===== src/design/bph_pkg.sv =====
// Behaviour
// RQ1 - Eight lines, each independently set as input or output by software.
// RQ2 - One port-wide bit picks push-pull or open-drain for all output lines.
// RQ3 - One port-wide bit switches every output buffer to reduced-emission drive.
// RQ4 - Reset leaves every line an input with all output drivers off.
// RQ5 - Software may put port transfers under handshake control instead of direct.
// RQ6 - Handshake uses one neighbour input line and one neighbour output line.
// RQ7 - Handshake direction follows the direction set for the top port line.
// RQ8 - Handshake input line only receives; handshake output line always drives.
// RQ9 - Interlocked: data plus strobe, acceptance, strobe released before next.
package bph_pkg;

	// ------------------------------------------------------------
	// Widths and reset values
	// ------------------------------------------------------------
	localparam int unsigned BPH_WIDTH = 8;
	localparam int unsigned BPH_TOP_BIT = 7;
	localparam logic [7:0] BPH_DIR_RESET = 8'hFF; // All lines input
	localparam logic [7:0] BPH_DATA_RESET = 8'h00;
	localparam logic BPH_OD_RESET = 1'h0; // Push-pull
	localparam logic BPH_EMI_RESET = 1'h0; // Standard drive
	localparam logic BPH_HS_RESET = 1'h0; // Direct access

	// ------------------------------------------------------------
	// Handshake sequencer states
	// ------------------------------------------------------------
	typedef enum logic [1:0] {
		BPH_IDLE = 2'b00,
		BPH_OUT_STROBE = 2'b01,
		BPH_OUT_RELEASE = 2'b10,
		BPH_IN_ACK = 2'b11
	} bph_state_t;

endpackage


===== src/design/bph_sync.sv =====
// ------------------------------------------------------------
// Two-flop synchroniser for pin inputs
// ------------------------------------------------------------
module bph_sync
	import bph_pkg::*;
#(
	parameter int unsigned WIDTH = 1
) (
	input wire logic core_clk_i,
	input wire logic srst_i,
	input wire logic [WIDTH-1:0] async_i,
	output logic [WIDTH-1:0] sync_o
);
	logic [WIDTH-1:0] meta;

	// First stage is read only by the second stage
	always_ff @(posedge core_clk_i) begin
		if (srst_i) begin
			meta <= '0;
			sync_o <= '0;
		end else begin
			meta <= async_i;
			sync_o <= meta;
		end
	end
endmodule // bph_sync


===== src/design/bph_port.sv =====
// ------------------------------------------------------------
// Bidirectional port with optional interlocked handshake
// ------------------------------------------------------------
module bph_port
	import bph_pkg::*;
#(
	parameter int unsigned WIDTH = BPH_WIDTH
) (
	input wire logic core_clk_i,
	input wire logic srst_i,
	input wire logic [WIDTH-1:0] dir_i,
	input wire logic open_drain_i,
	input wire logic low_emi_i,
	input wire logic handshake_en_i,
	input wire logic [WIDTH-1:0] wr_data_i,
	input wire logic wr_strobe_i,
	input wire logic rd_ack_i,
	output logic [WIDTH-1:0] rd_data_o,
	output logic rx_valid_o,
	output logic tx_busy_o,
	output logic low_emi_o,
	input wire logic [WIDTH-1:0] port_lines_i,
	output logic [WIDTH-1:0] port_lines_o,
	output logic [WIDTH-1:0] port_lines_oe_n_o,
	input wire logic handshake_input_line_i,
	output logic handshake_output_line_o
);
	// ------------------------------------------------------------
	// State
	// ------------------------------------------------------------
	typedef struct packed {
		logic [WIDTH-1:0] dir;
		logic od;
		logic emi;
		logic hs_en;
		logic [WIDTH-1:0] out;
		logic [WIDTH-1:0] rd;
		logic rx_valid;
		logic hs_out;
		bph_state_t state;
	} bph_regs_t;

	bph_regs_t st;
	bph_regs_t next_st;
	logic [WIDTH-1:0] pins_s;
	logic hs_in_s;
	logic top_is_out;

	// Pins cross into the core clock through two flops
	bph_sync #(.WIDTH(WIDTH + 1)) u_sync (
		.core_clk_i(core_clk_i),
		.srst_i(srst_i),
		.async_i({handshake_input_line_i, port_lines_i}),
		.sync_o({hs_in_s, pins_s})
	);

	assign top_is_out = ~st.dir[BPH_TOP_BIT]; // [RQ7]

	// ------------------------------------------------------------
	// Next-state logic
	// ------------------------------------------------------------
	always_comb begin
		next_st = st;
		next_st.dir = dir_i; // [RQ1]
		next_st.od = open_drain_i; // [RQ2]
		next_st.emi = low_emi_i; // [RQ3]
		next_st.hs_en = handshake_en_i; // [RQ5]
		// Clear first so a same-cycle capture wins over the read ack
		if (rd_ack_i) begin
			next_st.rx_valid = 1'b0;
		end
		if (!st.hs_en) begin
			// Direct access; a dropped mode abandons any handshake
			next_st.state = BPH_IDLE;
			next_st.hs_out = 1'b0;
			next_st.rx_valid = 1'b0;
			next_st.rd = (pins_s & st.dir) | (st.out & ~st.dir);
			if (wr_strobe_i) begin
				next_st.out = wr_data_i;
			end
		end else begin
			case (st.state)
				BPH_IDLE: begin
					if (top_is_out && wr_strobe_i) begin
						// Present data and raise strobe together
						next_st.out = wr_data_i; // [RQ9]
						next_st.hs_out = 1'b1; // [RQ7]
						next_st.state = BPH_OUT_STROBE;
					end else if (!top_is_out && hs_in_s && !st.rx_valid) begin
						// Capture while holding off a full buffer
						next_st.rd = pins_s; // [RQ7]
						next_st.rx_valid = 1'b1;
						next_st.hs_out = 1'b1; // [RQ6]
						next_st.state = BPH_IN_ACK;
					end
				end
				BPH_OUT_STROBE: begin
					if (hs_in_s) begin
						next_st.hs_out = 1'b0; // [RQ9]
						next_st.state = BPH_OUT_RELEASE;
					end
				end
				BPH_OUT_RELEASE: begin
					if (!hs_in_s) begin
						next_st.state = BPH_IDLE; // [RQ9]
					end
				end
				BPH_IN_ACK: begin
					if (!hs_in_s) begin
						next_st.hs_out = 1'b0; // [RQ9]
						next_st.state = BPH_IDLE;
					end
				end
				default: begin
					next_st.state = BPH_IDLE;
					next_st.hs_out = 1'b0;
				end
			endcase
		end
		// Dropping the mode aborts at once, so no strobe outlives it
		if (!handshake_en_i) begin
			next_st.state = BPH_IDLE;
			next_st.hs_out = 1'b0; // [RQ5]
			next_st.rx_valid = 1'b0;
		end
	end

	// ------------------------------------------------------------
	// State register
	// ------------------------------------------------------------
	always_ff @(posedge core_clk_i) begin
		if (srst_i) begin
			st.dir <= BPH_DIR_RESET; // [RQ4]
			st.od <= BPH_OD_RESET;
			st.emi <= BPH_EMI_RESET;
			st.hs_en <= BPH_HS_RESET;
			st.out <= BPH_DATA_RESET;
			st.rd <= BPH_DATA_RESET;
			st.rx_valid <= 1'b0;
			st.hs_out <= 1'b0;
			st.state <= BPH_IDLE;
		end else begin
			st <= next_st;
		end
	end

	// ------------------------------------------------------------
	// Pin drive
	// ------------------------------------------------------------
	// Open drain releases a one rather than driving it high
	assign port_lines_oe_n_o = st.dir | ({WIDTH{st.od}} & st.out); // [RQ2]
	assign port_lines_o = st.out;
	assign low_emi_o = st.emi; // [RQ3]
	// Neighbour line is a fixed output, driven in every mode
	assign handshake_output_line_o = st.hs_out; // [RQ8]
	assign rd_data_o = st.rd;
	assign rx_valid_o = st.rx_valid;
	assign tx_busy_o = (st.state == BPH_OUT_STROBE) ||
		(st.state == BPH_OUT_RELEASE);
endmodule // bph_port


===== config.mk =====
export PLATFORM = sky130hd
export DESIGN_NAME = bph_port
export DESIGN_NICKNAME = d
export VERILOG_FILES = /design/src/design/bph_pkg.sv /design/src/design/bph_sync.sv /design/src/design/bph_port.sv
export SDC_FILE = /design/constraint.sdc
export NUM_CORES = 1
export LEC_CHECK = 0
export BUFFER_PORTS_ARGS = -buffer_cell sky130_fd_sc_hd__buf_4
export CAP_MARGIN = 10
export CORE_MARGIN = 4
export CORE_UTILIZATION = 42
export DETAILED_ROUTE_END_ITERATION = 7
export PLACE_DENSITY_LB_ADDON = 0.25
export SLEW_MARGIN = 0
export SYNTH_ARGS = -nofsm -noshare
export SYNTH_HDL_FRONTEND = slang
export SYNTH_SLANG_ARGS = --single-unit

===== constraint.sdc =====
create_clock -name core_clk_i -period 1.9 [get_ports core_clk_i]
set_clock_uncertainty 0.05 [all_clocks]
set_input_delay 0 -clock core_clk_i [delete_from_list [all_inputs] [get_ports core_clk_i]]
set_output_delay 0 -clock core_clk_i [all_outputs]
set_load 0.01 [all_outputs]

# After elaboration in Yosys (flattened, before gate mapping)
# Index checks and enable logic that the tools add are counted.
[totals]
reg_bits = 49
input_bits = 32
[op_classes]
n_eq_ne = 11
mux = 13
bitwise = 9
reduce_logical = 13
[op_table]
columns = ["operator", "n"]
rows = [
  ["bitwise AND 8 bit", 3],
  ["two-way mux 20 bit", 1],
  ["two-way mux 17 bit", 1],
  ["two-way mux 8 bit", 2],
  ["OR 8 bit", 2],
  ["two-way mux 12 bit", 1],
  ["two-way mux 3 bit", 3],
  ["two-way mux 9 bit", 1],
  ["inequality test 2 x 1 -> 1 bit (second input constant)", 4],
  ["NOT 8 bit", 1],
  ["one-hot mux 2 bit (4 select lines)", 1],
  ["AND reduction 4 bit", 2],
  ["inequality test 2 bit (second input constant)", 3],
  ["AND reduction 3 bit", 2],
  ["== test 2 bit (second input constant)", 2],
  ["logical AND 1 bit", 3],
  ["inequality test 3 bit (second input constant)", 1],
  ["NOT 1 bit", 3],
  ["one-hot mux 1 bit (3 select lines)", 1],
  ["nonzero test 3 bit", 1],
  ["OR reduction 3 bit", 1],
  ["== test 2 x 1 -> 1 bit (second input constant)", 1],
  ["zero test 2 bit", 1],
  ["two-way mux 2 bit", 1],
  ["4 further kinds", 4],
]

# Depth between registers and ports, before layout
# Gate-level depths: netlist (run 1).
[logic_depth]
depth_word = 6
depth_mapped = 7
mapped_depth_nobuf = 6

# Modules after synthesis
# From an unflattened synthesis (run 1), not the netlist that was laid out.
[hier_totals]
hier_cells = 200
area_unflattened_um2 = 1978.1
[by_module_without_submodules]
columns = ["mod", "n_inst", "cells_per_inst", "area_each_um2", "seq_area_each_um2"]
rows = [
  ["bph_port", 1, 163, 1488.9, 620.6],
  ["bph_sync", 1, 37, 489.2, 360.3],
]

# Worst setup path before layout (run 1)
# Ideal clock, no wire load.
[synth_timing]
path_kind = "register to register"
from = "register st[0] (netlist name)"
to = "register st[1] (netlist name)"
t_arrival_ns = 1.410
required_time_ns = 1.735
slack_ns = 0.325
path_stages_with_launch = 7
path_buffers = 0
synth_period_minus_slack_ns = 1.575
cell_sequence = "dfxtp_1 -> inv_1 -> ha_1 -> or3b_1 -> a32oi_1 -> mux2i_1 -> nor2_2"
[synth_via]
elab_chain_len = 3
word_cells_on_any_way = 10
[synth_lines]
columns = ["element", "line", "source"]
rows = [
  ["start: declaration", "bph_port.sv:43", "bph_regs_t st;"],
  ["start signal: assignment", "bph_port.sv:143", "st <= next_st;"],
  ["== test 2 bit, or another cell as far along", "bph_port.sv:82", "case (st.state)"],
  ["inequality test 2 bit (no source line), or another cell as far along", "-", ""],
  ["AND reduction 4 bit (no source line)", "-", ""],
]
# Parallel ways exist; a longest one is shown, timed or not.
# A chain may end at the register's enable or synchronous reset.

# Worst setup path after layout (run 1)
[layout_timing]
from = "register st[0] (netlist name)"
to = "register st (netlist bit rd_data_o[6])"
[layout_via]
elab_chain_len = 3
[layout_lines]
columns = ["element", "line"]
rows = [
  ["zero test 2 bit", "bph_port.sv:82"],
  ["inequality test 2 x 1 -> 1 bit (no source line)", "-"],
  ["AND reduction 3 bit (no source line)", "-"],
]
# Every way passes these cells.

==> results of run 1 <==
synth_stat cells, drive strengths merged:
| master | count |
|---|---|
| a21o | 8 |
| dfxtp | 49 |
| buf | 20 |
| inv | 5 |
| nand3 | 1 |
| or2b | 1 |
| nand4b | 1 |
| clkbuf | 6 |
| a31oi | 2 |
| nand2b | 2 |
| a21boi | 1 |
| o221a | 1 |
| nor2b | 21 |
| nand2 | 10 |
| o21ai | 9 |
| a21oi | 2 |
| nor2 | 25 |
| a311oi | 7 |
| a211oi | 2 |
| ha | 4 |
| or3b | 1 |
| nand3b | 1 |
| or2 | 9 |
| a32oi | 1 |
| mux2i | 11 |
| and2 | 1 |
layout make-up:
type                            count  area share, %
Clock inverter                      3          0.653
Inverter                            5          0.700
Sequential cell                    49           36.6
Tap cell                           52           2.43
Clock buffer                        5           2.57
Timing Repair Buffer               90           27.9
Multi-Input combinational cell    121           29.2
registers in the layout, indices dropped and copies added (netlist names):
| register | cells |
|---|---|
| low_emi_o | 1 |
| handshake_output_line_o | 1 |
| rd_data_o | 8 |
| st | 12 |
| port_lines_o | 8 |
| u_sync.sync_o | 9 |
| rx_valid_o | 1 |
| u_sync.meta | 9 |
how the worst min path moves through the flow:
| stage | endpoint | slack, ns |
|---|---|---|
| detailed placement | st[30] | 0.14 |
| global route | port_lines_o[1] | 0.08 |
| finish | port_lines_o[4] | 0.07 |
| global placement | st[26] | 0.14 |
| CTS | port_lines_o[7] | 0.07 |
| floorplan | st[23] | 0.05 |
report_power, final:
| part | switching, W | total (W) | internal [W] |
|---|---|---|---|
| Sequential | 0.0000363 | 0.00111 | 0.00108 |
| Clock | 0.000327 | 0.000581 | 0.000254 |
| Combinational | 0.000107 | 0.000280 | 0.000173 |
| Total | 0.000470 | 0.00198 | 0.00151 |
logic make-up after synthesis:
family,count (synthesis),share of synthesized area [%]
multiplexers,11,5.63
AND/OR/NAND/NOR,73,19.5
AO/OA/AOI/OAI,33,12.4
flip-flops,49,50.2
adder cells (fa/ha/maj),4,2.56
buffers and inverters,31,9.73
stage by stage:
stage,setup WS (ns),total power [W],hold slack [ns]
floorplan,0.325,0.00128,0.0538
global placement,0.286,0.00137,0.136
detailed placement,0.248,0.00137,0.137
CTS,0.229,0.00200,0.0661
global route,0.0139,0.00208,0.0802
finish,0.219,0.00198,0.0706
routing by layer:
metal / wire, um / vias to the layer above
met1: 1880 / 671
li1: - / 792
met5: 0 / -
met3: 251 / 6
met4: 68 / 0
met2: 1860 / 44
==> results.md, run 1 <==
* Run status: complete, no violations
* Crit path buf inv count at 1
* R2R Setup Slk at 0.22 ns
* Final hold vios at 0
* Post-synthesis sequential area ratio at 50.2%
* Crit Reg-Reg Endpoint: rd_data_o[6]
* Top cells by area, synth: dfxtp_1, nor2b_1, buf_4, mux2i_1, nor2_1
* Hold Path Depth at 2
* M1 GR Usage at 18.5%
* H-tree depth at 2
* GPL Wtd Cong at 0.809
* Max incr delay on CP at 0.34 ns
* Most common cell after layout, fill and taps aside: buf_4
* Total CTS buffers at 5
* TNS Setup at 0 ns
* Post-Route WL at 4060 um
* Cells along the critical path: inv_1 -> ha_1 -> nand4b_1 -> nand2_2 -> nor2_1 -> a311oi_1
* Headroom to the max-slew limit at 72.1%
* Hold Startpoint: srst_i
* CP Capture Point: rd_data_o[6]
* Total area of sequential cells at 981 um^2
* Largest net degree at the start of global routing at 46
* Worst hold path class: primary input to register
* Power Density at 737 nW/um^2
* Post-synth top area cell: dfxtp_1
* DRT iter0 DRCs at 87
* R2R Path Start: st[0]
* Post-layout instance area at 2680 um^2
* Post-DP Area at 2310 um^2
* Peak supply drop at 381 uV
* Area of the multi-input gates at 783 um^2
* M3 GR Usage at 5.08%
* Clock slew at reported path FFs at 0.09 ns
* Vias in the first global route at 1517
* CTS Hold Buffers Added at 29
* First-pass GRT wire length at 6980 um
* CTS max path bufs at 2
* R2R cell count at 6
* WL/cell at 12.5 um
* Mapped Cells at 201
* DRC at 0
* Post-synth cell types at 32
* Clk Latency, worst-skew pair at 0.30 ns
* CP Capture Type: register
* Antenna Cells at 0
* Final setup viols at 0
* CTS Sinks at 49
* Via count at 1513
* Post-DR vias/cell at 4.66
* Row count at 24
* GR Util All Layers at 14.8%
* Setup CP Type: register to register
* Final Util at 60.8%
* Slew @ Worst Pin at 0.418 ns
* Number of setup buffers added after CTS at 0
* Crit share post-route at 88.5%
* Crit path launch: st[0]
* Crit path max fanout at 16
* Fin cells at 325
* CP Data Required Time at 2.06 ns
* Synthesized area per cell at 9.72 um^2
* HPWL Detailed at 2690 um
* Yosys warnings at 0
* DRT antenna net count at 0
* # resized after CTS at 0
* PortBufs at 59
* Slew Viols, Final at 0
* Worst Path Arrival at 1.84 ns
* Placed insts at 288
* Global routing's busiest layer: met2
* Worst Setup Start Kind: register
* Syn_nets at 237
* Core footprint at 4410 um^2
* Leakage power figure at 1.19 nW
* Fillers at 385
* Final #Nets at 308
* Layout area overhead at 37.3%
* Minimum clock period after layout at 1.68 ns
* Mapped Area at 1950 um^2
* Peak Freq at 0.595 GHz
* Most frequent cells in the layout: buf_4, dfxtp_1, dlygate4sd3_1
* Die width at 76.2 um
* Initial antenna violation count at 0
* Met2 Use GR at 23.5%
* Critical-path top delay cell: dfxtp_1
* CTS tree: built
* Initial Utilization at 44.3%
* Unrepaired setup endpoints after global routing: false
* Area share of the largest cell type after synthesis at 50.2%
* IO Pins at 60
* Cell family with most CP delay: simple AND/OR/NAND/NOR gates
* WP depth at 6
* Root Buffer: clkbuf_8
* Layout cells sized above 1 at 30.4%
* Global route overflow at 0
* Max-Cap Viols at 0
* Die Y at 76.2 um
* Die ar. at 5810 um^2
* TritonRoute pass-1 iters at 4
* #FFs+latches synth at 49
Power figures use the tool's default switching activity.
==> run 2: changes to the inputs <==
--- a/config.mk
+++ b/config.mk
@@ -10,3 +10,3 @@
 export CORE_MARGIN = 4
-export CORE_UTILIZATION = 42
+export CORE_UTILIZATION = 45
 export DETAILED_ROUTE_END_ITERATION = 7
--- a/constraint.sdc
+++ b/constraint.sdc
@@ -4,2 +4,2 @@
 set_output_delay 0 -clock core_clk_i [all_outputs]
-set_load 0.01 [all_outputs]
+set_load 0.005 [all_outputs]
==> results.md, run 2 (synthesis gave the netlist of run 1 again) <==
* Total CTS buffers at 5
* Die width at 73.9 um
* IO Pins at 60
* Most common cell after layout, fill and taps aside: buf_4
* H-tree depth at 2
* R2R Setup Slk at 0.20 ns
* CP Capture Type: register
* Peak supply drop at 514 uV
* Largest regs: st x12, u_sync.meta x9, u_sync.sync_o x9
* Run status: complete, no violations
* Worst Path Arrival at 1.85 ns
* Largest net degree at the start of global routing at 46
* Slew Viols, Final at 0
* Final hold vios at 0
* Antenna Cells at 0
* Final #Nets at 308
* CTS tree: built
* Fillers at 344
* GPL Wtd Cong at 0.808
* WL/cell at 12.1 um
* Hold slack final at 0.0793 ns
* TNS Setup at 0 ns
* Headroom to the max-slew limit at 72.1%
* GR Util All Layers at 14.5%
* Minimum clock period after layout at 1.70 ns
* Final setup viols at 0
* DRC at 0
* Row count at 23
* Pre-CTS WS at 0.202 ns
* Peak Freq at 0.588 GHz
* Clock slew at reported path FFs at 0.08 ns
* Setup CP Type: register to register
* Most frequent cells in the layout: buf_4, dfxtp_1, dlygate4sd3_1
* Via count at 1496
* Leakage power figure at 1.19 nW
* PortBufs at 59
* Post-DR vias/cell at 4.65
* CTS max path bufs at 2
* Global route overflow at 0
* Max-Cap Viols at 0
* Die Y at 73.9 um
* Power Density at 735 nW/um^2
* Largest register FFs at 12
* Register bank with the most flops: st
* TritonRoute pass-1 iters at 4
* CTS Sinks at 49
* Worst hold path class: primary input to register
* DRT antenna net count at 0
* Unrepaired setup endpoints after global routing: false
* Post-Route WL at 3890 um
* Layout cells sized above 1 at 29.8%
* Die ar. at 5460 um^2
* HPWL Detailed at 2680 um
* CP Data Required Time at 2.05 ns
* Crit path max fanout at 16
* Crit share post-route at 89.6%
* Core footprint at 4090 um^2
* Initial antenna violation count at 0
* First-pass GRT wire length at 6170 um
* Root Buffer: clkbuf_8
* Initial Utilization at 47.8%
* Worst Setup Start Kind: register
* Slew @ Worst Pin at 0.418 ns
* Clk Latency, worst-skew pair at 0.29 ns
* Vias in the first global route at 1347
* DRT iter0 DRCs at 72
* Final worst setup slack at 0.198 ns
* Layout area overhead at 37.1%
run 2: routing by layer:
metal | up-vias | part of all wire (%) | track usage [%]
li1 | 790 | - | -
met1 | 655 | 46 | 19.4
met2 | 49 | 46 | 22.7
met3 | 2 | 8.2 | 5.20
met4 | 0 | 0.44 | 3.02
met5 | - | 0 | 0
run 2: worst max-delay path, stage by stage (launching register included):
cell      delay, ns
dfxtp_1        0.34
inv_1          0.09
ha_1           0.29
nand4b_1       0.21
nand2_2        0.31
nor2_1         0.07
a311oi_1       0.25
run 2: repair_timing:
| item | CTS | global route |
|---|---|---|
| setup buffers | 0 | 0 |
| hold endpoints to repair | 29 | 0 |
| hold buffers | 29 | 0 |
| resized for setup | 0 | 0 |
run 2: area by class of cell:
type                    count  area (um^2)  area share, %
flip-flops and latches     49          981           36.6
multi-input cells         121          783           29.2
repair buffers             90          748           27.9
clock buffers               7         86.3           3.22
well taps                  50         62.6           2.33
inverters                   5         18.8          0.700
run 2: report_power, final:
part           leakage, nW  switching [W]  internal, W
Clock               0.0443       0.000302     0.000289
Combinational        0.740      0.0000923     0.000172
Sequential           0.405      0.0000374      0.00108
run 2: worst paths after layout:
path | startpoint | depth (start not counted) | end
setup / recovery | st[0] | 6 | rd_data_o[2]
hold / removal | srst_i | 2 | u_sync.meta[1]
setup reg to reg | st[0] | 6 | rd_data_o[2]
hold reg to reg | u_sync.meta[6] | 1 | u_sync.sync_o[6]
run 2: per-stage QoR:
stage | util (%) | total power, W | area, um^2 | cells
finish | 65.6 | 0.00197 | 2680 | 322
global route | 65.6 | 0.00207 | 2680 | 322
CTS | 65.6 | 0.00199 | 2680 | 322
detailed placement | 56.4 | 0.00136 | 2300 | 286
global placement | 56.4 | 0.00136 | 2300 | 286
floorplan | - | 0.00127 | 1950 | 201
